`src/verilog/dmsep_defines.vh`:
```
// Constants shared by the dual-mode serial EEPROM port design.
`ifndef DMSEP_DEFINES_VH
`define DMSEP_DEFINES_VH
// ============================================================
// Array and stream framing
`define DMSEP_ADDR_W      7
`define DMSEP_START_ADDR  7'h00
`define DMSEP_BITS_BYTE   4'h8
`define DMSEP_SLOT_LAST   4'h8
`define DMSEP_SYNC_CYC    4'h9
// Content of every array byte before its first write.
`define DMSEP_ERASED      8'hff
// ============================================================
// Bus slave
// Bus address of this slave; the value is arbitrary.
`define DMSEP_DEV_ADDR    7'h2b
`define DMSEP_PAGE_W      3
`define DMSEP_PAGE_DEPTH  8
// ============================================================
// Programming cycle length
`define DMSEP_TWR_MS      10
`define DMSEP_CLK_MHZ     50
`define DMSEP_TWR_CYC     (`DMSEP_TWR_MS * 1000 * `DMSEP_CLK_MHZ)
`endif

```
`src/verilog/dmsep_sync.v`:
```
// Two-flop synchroniser for one asynchronous input level.
`timescale 1ns/10ps
module dmsep_sync (
  // Clock and reset
  input  wire clock,
  input  wire reset_n,
  // Level in and out
  input  wire din,
  output reg  dout_q
);
  reg meta_q;
  // ============================================================
  // Synchroniser
  // Reset value high, since the lines idle high and a low would
  // look like an edge right after reset.
  always @(posedge clock) begin
    if (!reset_n) begin
      meta_q <= 1'b1;
      dout_q <= 1'b1;
    end else begin
      meta_q <= din;
      dout_q <= meta_q;
    end
  end
endmodule // dmsep_sync

```
`src/verilog/dmsep_fifo.v`:
```
// Synchronous FIFO with valid/ready on both sides.
`timescale 1ns/10ps
module dmsep_fifo #(
  parameter WIDTH = 8,
  parameter DEPTH = 16,
  parameter AW    = 4
) (
  // Clock and reset
  input  wire             clock,
  input  wire             reset_n,
  // Fill side
  input  wire             in_valid,
  output wire             in_ready,
  input  wire [WIDTH-1:0] in_data,
  // Drain side
  output wire             out_valid,
  input  wire             out_ready,
  output wire [WIDTH-1:0] out_data
);
  reg [WIDTH-1:0] mem [0:DEPTH-1];
  reg [AW-1:0]    wp_q;
  reg [AW-1:0]    rp_q;
  reg [AW:0]      cnt_q;
  wire            push;
  wire            pop;
  // ============================================================
  // Flags
  assign in_ready  = (cnt_q != DEPTH);
  assign out_valid = (cnt_q != 0);
  assign out_data  = mem[rp_q];
  assign push      = in_valid & in_ready;
  assign pop       = out_valid & out_ready;
  // ============================================================
  // Pointers and storage
  always @(posedge clock) begin
    if (push) begin
      mem[wp_q] <= in_data;
    end
    if (!reset_n) begin
      wp_q  <= {AW{1'b0}};
      rp_q  <= {AW{1'b0}};
      cnt_q <= {(AW+1){1'b0}};
    end else begin
      if (push) begin
        wp_q <= wp_q + 1'b1;
      end
      if (pop) begin
        rp_q <= rp_q + 1'b1;
      end
      if (push && !pop) begin
        cnt_q <= cnt_q + 1'b1;
      end else if (pop && !push) begin
        cnt_q <= cnt_q - 1'b1;
      end
    end
  end
endmodule // dmsep_fifo

```
`src/verilog/dmsep_top.v`:
```
// Dual-mode serial EEPROM port: transmit-only stream and bus slave.
`timescale 1ns/10ps
`include "dmsep_defines.vh"
module dmsep_top #(
  parameter TWR_CYC = `DMSEP_TWR_CYC
) (
  // Clock and reset
  input  wire clock,
  input  wire reset_n,
  // Transmit-only clock pin
  input  wire vclk,
  // Bus pins; sda_oe_n low while this block drives SDA: stream bits, or low in bus mode
  input  wire scl,
  input  wire sda_in,
  output reg  sda_out_q,
  output reg  sda_oe_n_q,
  // Status
  output reg  bidir_mode_q,
  output reg  prog_busy_q
);
  // ============================================================
  // Local names
  localparam AW = `DMSEP_ADDR_W;
  localparam ST_IDLE = 3'h0;
  localparam ST_ADDR = 3'h1;
  localparam ST_AACK = 3'h2;
  localparam ST_WORD = 3'h3;
  localparam ST_DATA = 3'h4;
  localparam ST_RD   = 3'h5;
  localparam ST_RACK = 3'h6;
  localparam ST_WACK = 3'h7;

  reg  [7:0]    array_q [0:(1<<AW)-1];
  wire          vclk_s;
  wire          scl_s;
  wire          sda_s;
  reg           vclk_p_q;
  reg           scl_p_q;
  reg           sda_p_q;
  reg  [3:0]    sync_cnt_q;
  reg  [3:0]    slot_q;
  reg  [AW-1:0] sptr_q;
  reg  [AW-1:0] ptr_q;
  reg  [2:0]    st_q;
  reg  [3:0]    bit_q;
  reg  [7:0]    sh_q;
  reg           rw_q;
  reg           wr_en_q;
  reg           have_word_q;
  reg  [AW-1:0] pbase_q;
  reg  [2:0]    pcnt_q;
  reg  [3:0]    plen_q;
  reg  [31:0]   twr_q;
  reg           drain_q;
  reg  [AW-1:0] dptr_q;
  wire          fifo_in_v;
  wire          fifo_in_r;
  wire          fifo_out_v;
  wire [7:0]    fifo_out_d;
  wire          vclk_rise;
  wire          scl_rise;
  wire          scl_fall;
  wire          start_c;
  wire          stop_c;
  wire [AW-1:0] last_addr;
  integer       i;

  // ============================================================
  // Pin synchronisers
  dmsep_sync u_vclk (.clock(clock), .reset_n(reset_n),
                     .din(vclk), .dout_q(vclk_s));
  dmsep_sync u_scl  (.clock(clock), .reset_n(reset_n),
                     .din(scl), .dout_q(scl_s));
  dmsep_sync u_sda  (.clock(clock), .reset_n(reset_n),
                     .din(sda_in), .dout_q(sda_s));

  // Edge and condition detection on synchronised levels.
  assign vclk_rise = vclk_s & ~vclk_p_q;
  assign scl_rise  = scl_s & ~scl_p_q;
  assign scl_fall  = ~scl_s & scl_p_q;
  assign start_c   = scl_s & scl_p_q & sda_p_q & ~sda_s;
  assign stop_c    = scl_s & scl_p_q & ~sda_p_q & sda_s;
  assign last_addr = {AW{1'b1}};

  // Page bytes land in the FIFO and are committed after Stop; the
  // FIFO holds the page buffer so the programming path can stall.
  // Limitation: a page longer than the FIFO drops its newest bytes.
  assign fifo_in_v = (st_q == ST_DATA) && scl_rise && (bit_q == 4'h7)
                     && wr_en_q && fifo_in_r;

  dmsep_fifo #(.WIDTH(8), .DEPTH(16), .AW(4)) u_page (
    .clock    (clock),
    .reset_n  (reset_n),
    .in_valid (fifo_in_v),
    .in_ready (fifo_in_r),
    .in_data  ({sh_q[6:0], sda_s}),
    .out_valid(fifo_out_v),
    .out_ready(drain_q),
    .out_data (fifo_out_d)
  );

  // ============================================================
  // The array starts erased; a reset is not a power cycle, so the
  // contents survive it and the stream never shows unknown bits.
  initial begin
    for (i = 0; i < (1 << AW); i = i + 1) begin
      array_q[i] = `DMSEP_ERASED;
    end
  end
  // Writes come only from the page FIFO drain while programming.
  always @(posedge clock) begin
    if (drain_q && fifo_out_v) begin
      array_q[dptr_q] <= fifo_out_d;
    end
  end

  // ============================================================
  // Mode, stream and bus slave state.
  always @(posedge clock) begin
    if (!reset_n) begin
      vclk_p_q     <= 1'b1;
      scl_p_q      <= 1'b1;
      sda_p_q      <= 1'b1;
      bidir_mode_q <= 1'b0;
      sync_cnt_q   <= 4'h0;
      slot_q       <= 4'h0;
      sptr_q       <= `DMSEP_START_ADDR;
      ptr_q        <= `DMSEP_START_ADDR;
      sda_out_q    <= 1'b1;
      sda_oe_n_q   <= 1'b1;
      st_q         <= ST_IDLE;
      bit_q        <= 4'h0;
      sh_q         <= 8'h00;
      rw_q         <= 1'b0;
      wr_en_q      <= 1'b0;
      have_word_q  <= 1'b0;
      pbase_q      <= {AW{1'b0}};
      pcnt_q       <= 3'h0;
      plen_q       <= 4'h0;
      twr_q        <= 32'h0;
      prog_busy_q  <= 1'b0;
      drain_q      <= 1'b0;
      dptr_q       <= {AW{1'b0}};
    end else begin
      vclk_p_q <= vclk_s;
      scl_p_q  <= scl_s;
      sda_p_q  <= sda_s;
      if (!bidir_mode_q) begin
        // Streaming mode; SCL held high keeps us here.
        if (scl_fall) begin
          bidir_mode_q <= 1'b1;
          sda_oe_n_q   <= 1'b1;
          sda_out_q    <= 1'b1;
        end else if (vclk_rise) begin
          if (sync_cnt_q != `DMSEP_SYNC_CYC) begin
            sync_cnt_q <= sync_cnt_q + 4'h1;
            sda_oe_n_q <= 1'b1;
          end else begin
            // Tenth rising edge onward: one slot per edge.
            sda_oe_n_q <= 1'b0;
            if (slot_q == `DMSEP_SLOT_LAST) begin
              sda_out_q <= 1'b1;
              slot_q    <= 4'h0;
              sptr_q    <= (sptr_q == last_addr) ?
                           `DMSEP_START_ADDR : sptr_q + 1'b1;
            end else begin
              sda_out_q <= array_q[sptr_q][3'h7 - slot_q[2:0]];
              slot_q    <= slot_q + 4'h1;
            end
          end
        end
      end else begin
        // Bus mode persists; no path back to streaming.
        if (prog_busy_q) begin
          if (twr_q == TWR_CYC - 1) begin
            prog_busy_q <= 1'b0;
            drain_q     <= 1'b0;
          end else begin
            twr_q <= twr_q + 32'h1;
          end
          if (drain_q && fifo_out_v) begin
            dptr_q <= {dptr_q[AW-1:`DMSEP_PAGE_W],
                       dptr_q[`DMSEP_PAGE_W-1:0] + 3'h1};
          end
        end
        if (start_c) begin
          st_q       <= ST_ADDR;
          bit_q      <= 4'h0;
          sda_oe_n_q <= 1'b1;
        end else if (stop_c) begin
          st_q       <= ST_IDLE;
          sda_oe_n_q <= 1'b1;
          if (have_word_q && plen_q != 4'h0 && !prog_busy_q) begin
            prog_busy_q <= 1'b1;
            drain_q     <= 1'b1;
            twr_q       <= 32'h0;
            // Drain from the start word address in arrival order; bytes that
            // wrapped the page land later and replace older ones.
            dptr_q <= pbase_q;
            ptr_q  <= {pbase_q[AW-1:`DMSEP_PAGE_W], pcnt_q};
          end
          have_word_q <= 1'b0;
        end else begin
          case (st_q)
            ST_IDLE: begin
              sda_oe_n_q <= 1'b1;
            end
            ST_ADDR, ST_WORD, ST_DATA: begin
              if (scl_rise) begin
                sh_q  <= {sh_q[6:0], sda_s};
                bit_q <= bit_q + 4'h1;
              end else if (scl_fall && bit_q == `DMSEP_BITS_BYTE) begin
                bit_q <= 4'h0;
                if (st_q == ST_ADDR) begin
                  rw_q <= sh_q[0];
                  if (sh_q[7:1] == `DMSEP_DEV_ADDR && !prog_busy_q) begin
                    sda_oe_n_q <= 1'b0;
                    sda_out_q  <= 1'b0;
                    st_q       <= ST_AACK;
                  end else begin
                    st_q <= ST_IDLE;
                  end
                end else if (st_q == ST_WORD) begin
                  ptr_q       <= sh_q[AW-1:0];
                  pbase_q     <= sh_q[AW-1:0];
                  pcnt_q      <= sh_q[2:0];
                  plen_q      <= 4'h0;
                  have_word_q <= 1'b1;
                  sda_oe_n_q  <= 1'b0;
                  sda_out_q   <= 1'b0;
                  st_q        <= ST_WACK;
                end else begin
                  if (plen_q != 4'h9) begin
                    plen_q <= plen_q + 4'h1;
                  end
                  pcnt_q     <= pcnt_q + 3'h1;
                  sda_oe_n_q <= 1'b0;
                  sda_out_q  <= 1'b0;
                  st_q       <= ST_WACK;
                end
              end
            end
            ST_AACK, ST_WACK: begin
              // Release after the ninth pulse; then load read data.
              if (scl_fall) begin
                if (st_q == ST_AACK && rw_q) begin
                  sda_oe_n_q <= array_q[ptr_q][7];
                  sda_out_q  <= 1'b0;
                  sh_q       <= {array_q[ptr_q][6:0], 1'b1};
                  ptr_q      <= ptr_q + 1'b1;
                  bit_q      <= 4'h1;
                  st_q       <= ST_RD;
                end else begin
                  sda_oe_n_q <= 1'b1;
                  wr_en_q    <= vclk_s;
                  st_q       <= (st_q == ST_AACK) ? ST_WORD : ST_DATA;
                end
              end
            end
            ST_RD: begin
              if (scl_fall) begin
                if (bit_q == `DMSEP_BITS_BYTE) begin
                  sda_oe_n_q <= 1'b1;
                  st_q       <= ST_RACK;
                end else begin
                  sda_oe_n_q <= sh_q[7];
                  sh_q       <= {sh_q[6:0], 1'b1};
                  bit_q      <= bit_q + 4'h1;
                end
              end
            end
            ST_RACK: begin
              if (scl_rise) begin
                // Master ack continues; no ack leaves SDA high.
                st_q <= sda_s ? ST_IDLE : ST_AACK;
              end
            end
            default: begin
              st_q <= ST_IDLE;
            end
          endcase
        end
      end
    end
  end
endmodule // dmsep_top

```
`config.mk`:
```
export PLATFORM = sky130hd
export DESIGN_NAME = dmsep_top
export DESIGN_NICKNAME = d
export VERILOG_FILES = /design/src/verilog/dmsep_sync.v /design/src/verilog/dmsep_fifo.v /design/src/verilog/dmsep_top.v
export VERILOG_INCLUDE_DIRS = /design/src /design/src/verilog
export SDC_FILE = /design/constraint.sdc
export NUM_CORES = 2
export LEC_CHECK = 0
export ABC_CLOCK_PERIOD_IN_PS = 4100
export BUFFER_PORTS_ARGS = -buffer_cell sky130_fd_sc_hd__buf_2
export CELL_PAD_IN_SITES_DETAIL_PLACEMENT = 1
export CELL_PAD_IN_SITES_GLOBAL_PLACEMENT = 1
export CORE_MARGIN = 1.5
export CORE_UTILIZATION = 56
export DETAILED_ROUTE_END_ITERATION = 10
export PLACE_DENSITY_LB_ADDON = 0.1
export SLEW_MARGIN = 20
export SYNTH_ARGS = -nofsm -noshare
export SYNTH_HDL_FRONTEND = slang
export SYNTH_SLANG_ARGS = --single-unit
```
`constraint.sdc`:
```
create_clock -name clock -period 4.1 [get_ports clock]
set_input_delay 0.82 -clock clock [delete_from_list [all_inputs] [get_ports clock]]
set_output_delay 0.82 -clock clock [all_outputs]
set_load 0.005 [all_outputs]
```
# Yosys cells after proc, flatten, opt, wreduce, memory -nomap -nowiden

Memory sizes are Yosys's and may differ from the RTL's. A register that Yosys moved wholly into a read port is not among the register bits.
Cells that the tools add are included.

Memories kept: 2
Input bits: 5
Register bits after elaboration: 120
RAM bits: 1152

Memories:

| memory     | depth | width | rd ports | clocked after memory_dff | write ports | RTL line        | RTL |
|---|---|---|---|---|---|---|---|
| array_q    | 128   | 8     | 2        | 2                        | 1           | dmsep_top.v:33  | `reg [7:0] array_q [0:(1<<AW)-1];` |
| u_page.mem | 16    | 8     | 1        | 1                        | 1           | dmsep_fifo.v:20 | `reg [WIDTH-1:0] mem [0:DEPTH-1];` |

Reduce and logical (&&, ||, !) cells: 45
Bitwise operators: 23
Magnitude comparators: 1
Mux-type cells: 110
Equal/unequal tests: 57
Add/sub/neg operators: 14

Operators with widths:

| cell                                                  | count |
|---|---|
| 2-to-1 mux 32 bit                                     | 5 |
| 2-to-1 mux 7 bit                                      | 16 |
| 2-to-1 mux 4 bit                                      | 13 |
| 2-to-1 mux 1 bit                                      | 46 |
| != test 3 bit, second input constant                  | 15 |
| 2-to-1 mux 3 bit                                      | 14 |
| 2-to-1 mux 8 bit                                      | 5 |
| != test 4 bit, second input constant                  | 10 |
| adder 32 x 1 -> 32 bit, second input constant         | 1 |
| equality test 32 x 19 -> 1 bit, second input constant | 1 |
| AND reduction 8 bit                                   | 4 |
| AND reduction 7 bit                                   | 4 |
| != test 5 bit, second input constant                  | 5 |
| adder 4 x 1 -> 4 bit, second input constant           | 6 |
| case mux 8 bit (3 select lines)                       | 1 |
| AND reduction 10 bit                                  | 2 |
| != test 2 bit, second input constant                  | 9 |
| adder 7 x 1 -> 7 bit, second input constant           | 2 |
| case mux 7 bit (2 select lines)                       | 1 |
| NOT 1 bit                                             | 13 |
| equality test 3 bit, second input constant            | 4 |
| logical AND 1 bit                                     | 12 |
| case mux 3 bit (4 select lines)                       | 1 |
| case mux 4 bit (3 select lines)                       | 1 |
| other kinds (34)                                      | 59 |

# Depth between registers and ports, before layout

Depth after elaboration: 11
Mapped depth: 13

# Cells and area by module

A second synthesis with hierarchy kept.

Cells, all modules: 3299
Area total of the unflattened synthesis: 59156.7 µm²

By module, submodules not included:

| module     | area an instance (µm²) | cells an instance | seq. area each (µm²) | instances |
|---|---|---|---|---|
| dmsep_top  | 53248.6                | 2981              | 33051.7              | 1 |
| dmsep_fifo | 5750.5                 | 306               | 4184.0               | 1 |
| dmsep_sync | 52.6                   | 4                 | 40.0                 | 3 |

# Worst setup path before layout

Ideal clock, no wire load.

Path type: flip-flop to flip-flop
From: reg st_q[1]
To: reg u_page.cnt_q[4]
Path slack: 0.952 ns
Cell stages (with the launch flop): 13
Arrival: 3.077 ns
Path buffers: 1
Path through: dfxtp_1 -> clkbuf_1 -> nor3b_1 -> nand4_1 -> nor3_1 -> ha_1 -> inv_1 -> fa_1 -> a21o_1 -> a21oi_1 -> xnor2_1 -> or3_1 -> a21oi_1

Longest elaborated chain between the ends: 9
Elaborated cells on any way between the ends: 11
Those cells by class: eq/ne (1); mux (1); bitwise (1); reduce/logical (8)

RTL lines:

| element                             | RTL line        | RTL |
|---|---|---|
| start: declaration                  | dmsep_top.v:44  | `reg [2:0] st_q;` |
| start signal: assignment            | dmsep_top.v:256 | `st_q <= (st_q == ST_AACK) ? ST_WORD : ST_DATA;` |
| start signal: assignment            | dmsep_top.v:275 | `st_q <= sda_s ? ST_IDLE : ST_AACK;` |
| equality test 3 bit *               | dmsep_top.v:88  | `assign fifo_in_v = (st_q == ST_DATA) && scl_rise && (bit_q == 4'h7)` |
| logical AND 1 bit * (2 in series)   | dmsep_top.v:88  |  |
| logical AND 1 bit * (2 in series)   | dmsep_top.v:89  | `&& wr_en_q && fifo_in_r;` |
| bitwise AND 1 bit *                 | dmsep_fifo.v:31 | `assign push = in_valid & in_ready;` |
| net u_page.push                     | dmsep_fifo.v:24 | `wire push;` |
| logical NOT 1 bit                   | dmsep_fifo.v:52 | `end else if (pop && !push) begin` |
| logical AND 1 bit                   | dmsep_fifo.v:52 |  |
| nonzero test 2 bit (no source line) | -               |  |
| end signal: assignment              | dmsep_fifo.v:42 | `cnt_q <= {(AW+1){1'b0}};` |
| end signal: assignment              | dmsep_fifo.v:51 | `cnt_q <= cnt_q + 1'b1;` |
| end signal: assignment              | dmsep_fifo.v:53 | `cnt_q <= cnt_q - 1'b1;` |
| end: declaration                    | dmsep_fifo.v:23 | `reg [AW:0] cnt_q;` |

The timed path passes the listed nets; every way through them passes the cells marked *.
A chain may end at the register's enable or synchronous reset.

==> qor.yml <==
run:
  cap_violations: 0
power_and_ir_drop:
  p_per_area_mw_per_mm2: 405
  p_sw_mw: 5.41
  comb_power_share: 0.005
  p_leak_nw: 19.7
  switching_share: 0.202
  seq_power_share: 0.527
  p_int_mw: 21.3
  ir_worst_vdd_v: 0.000392
  p_clk_frac: 0.468
place:
  port_buffers: 8
  place_area_mm2: 0.0615
  globalplace.congestion: 0.953
  dpl.hpwl_um: 122000
  post-place-ws_ns: 0.430
routing:
  wirelength_met1_um: 70600
  ant_nets: 0
  drt_iter0_drc: 4953
  finalWirelength_um: 189000
  highest_layer: "met5"
  via_count: 36000
  first_pass_iters: 5
  drc: 0
  met2_length_um: 87100
  routedWlPerCell_um: 38.5
  via_per_inst: 7.32
  wl_met3_um: 21100
min_path:
  hold_start: "vclk"
  hold_end: "u_vclk.meta_q$_SDFF_PN1_"
  min_path_cells: 2
  hold_path.class: "in -> reg"
synth:
  syn_area_mm2: 0.0592
  ys.flop_type: "edfxtp_1"
  yosysMostFrequentCell: "edfxtp_1"
  ys_types: 68
  asyncSetResetFlopFracSynth: 0
  ys_ff_latch: 1290
  yosys-top-cells-count: "edfxtp_1 (1152), mux4_2 (580), nor2_1 (278)"
  netlist.top_cell.by_area: "edfxtp_1"
  synth-seq-area-share: 0.631
  yosysWarnings: 0
  syn_area_per_cell_um2: 17.8
  yosys.area.top_type_share: 0.584
  synthCells: 3328
  synth_area_leaders: "edfxtp_1 (58%), mux4_2 (22%), dfxtp_1 (4.7%), mux2i_1 (2.5%), nor2_1 (1.8%)"
  synth_fp_nets: 3357
  synth-edff-count: 1152
floorplanning:
  start_util: 0.563
  ioPinCount: 9
  core-area_mm2: 0.105
  num_rows: 119
  die_height_um: 328
  die_x_um: 328
  die_area_mm2: 0.108
timing:
  worst_slew_pin_slew_ns: 1.22
  rsz0062_at_grt: "false"
  setup_viol: 0
  maxSlewViolCount: 0
  fin_crit_sh: 0.951
  holdWs_ns: 0.260
  slew-limit-headroom: 0.184
  fin_crit_ns: 3.90
  fin_ws_ns: 0.202
  fin_tns_setup_ns: 0
  fin_skew_ns: 0.0334
  hold_violations: 0
  fmaxAchievable_mhz: 257
clock_tree:
  h-tree-depth: 4
  post-cts-setup-buffers: 0
  clk_latency_ns: 0.77
  holdBufCountCts: 0
  clock_sinks: 1290
  cts-root-to-sink-buffers: 3
  cts_root_buf: "clkbuf_16"
  cts_buffers: 140
  cts_tree: "yes"
  clk_pin_slew_ns: 0.06
  cts-resized-gates: 0
global_route:
  track_usage: 0.360
  antenna_found_initial: 5
  grt_first_pass_wirelength_um: 274000
  grt-ovfl-total: 0
  grt_max_degree: 129
  grt_pass1_vias: 37300
critical_path:
  cp_slowest_cell: "dfxtp_4"
  cp_max_fo: 44
  r2r_cells: 9
  worstSetupPathType: "reg -> reg"
  critPathRequiredTime_ns: 4.75
  reg2reg_slack_ns: 0.20
  critical_path.reg2reg.endpoint: "sda_out_q$_SDFFE_PN1P_"
  worst-path-buf-inv: 2
  startpoint_type: "flip-flop"
  cp_slowest_stage_delay_ns: 0.76
  path_cells: "buf_12, buf_4, nor2b_1, a221oi_1, o311a_1, a311oi_1, nor4bb_1, o41ai_1, o311ai_0"
  worstPathArrival_ns: 4.55
  cp_top_family: "compound AO/OA/AOI/OAI gates"
  end_kind: "flip-flop"
final_layout:
  multiInputGateArea_mm2: 0.0208
  area_growth_pct: 11.6
  fin_area_mm2: 0.0661
  fin_util: 0.629
  drive_gt1_frac: 0.285
  fillers: 8948
  antenna_cells: 0
  finalNetCount: 3439
  regArea_mm2: 0.0374
status:
  status: "finished, final reports clean"
[worst register-to-register path, cell delays in order, from the launching register on]
cell	delay, ns
dfxtp_4	0.76
buf_12	0.45
buf_4	0.32
nor2b_1	0.19
a221oi_1	0.10
o311a_1	0.44
a311oi_1	0.65
nor4bb_1	0.60
o41ai_1	0.17
o311ai_0	0.12
[how the worst max path moves through the flow]
stage               depth (start not counted)  slack (ns)                 start                      endpoint
floorplan                                  12        0.95  st_q[1]$_SDFFE_PN0P_  u_page.cnt_q[4]$_SDFFE_PN0P_
global placement                           10        0.39             flip-flop        sda_out_q$_SDFFE_PN1P_
detailed placement                          9        0.43             flip-flop        sda_out_q$_SDFFE_PN1P_
CTS                                         9        0.41             flip-flop        sda_out_q$_SDFFE_PN1P_
global route                               10        0.27             flip-flop        sda_out_q$_SDFFE_PN1P_
finish                                      9        0.20             flip-flop        sda_out_q$_SDFFE_PN1P_
[layout by cell type, fill, tap and decap left out, drive strengths merged, types with 60 or more instances in the layout]
cell    instances
edfxtp       1152
mux4          580
nor2          278
clkbuf        180
buf           167
mux2i         148
dfxtp         138
nand2          96
a21oi          76
nand3          60
[metrics by stage]
step | cells | power (mW)
finish | 4912 | 26.8
global route | 4912 | 27.2
CTS | 4911 | 26.8
detailed placement | 4658 | 14.5
global placement | 4658 | 14.5
floorplan | 3328 | 14.5
[sequential cells by signal, indices dropped and copies added, names as in the netlist, 5 cells and up, named ones only]
register and count:
pbase_q 7, twr_q 32, array_q 1024, sptr_q 7, ptr_q 7, dptr_q 7, u_page.mem 128, u_page.cnt_q 5
sh_q 8
[power by group through the flow]
stage	combinational (mW)	clock (mW)	sequential, mW
CTS	0.123	12.6	14.1
floorplan	0.0831	0	14.4
global route	0.136	13.0	14.1
detailed placement	0.122	0	14.4
global placement	0.117	0	14.4
finish	0.125	12.5	14.1
[kinds of logic (layout without fill, tap and decap cells)]
logic type,after synthesis,in the layout,share of synthesized area
flops,1290,1290,0.631
mux,742,742,0.248
simple gates,643,643,0.0517
compound gates,319,319,0.0370
buf+inv,261,454,0.0194
xor+xnor,49,49,0.00725
fa+ha+maj,24,24,0.00520
[metal layers]
metal  GRT usage  up-vias
li1            -    14000
met1       0.498    19000
met2       0.544     2416
met3      0.0860      517
met4       0.172        4
met5     0.00887        -
[cell type report]
cell class | count | share of cell area
clock buffers | 180 | 0.0583
clock inverters | 73 | 0.00947
inverters | 34 | 0.00195
multi-input cells | 1777 | 0.314
flip-flops and latches | 1290 | 0.566
well taps | 1391 | 0.0263
repair buffers | 167 | 0.0239
(Power assumes the default switching activity.)
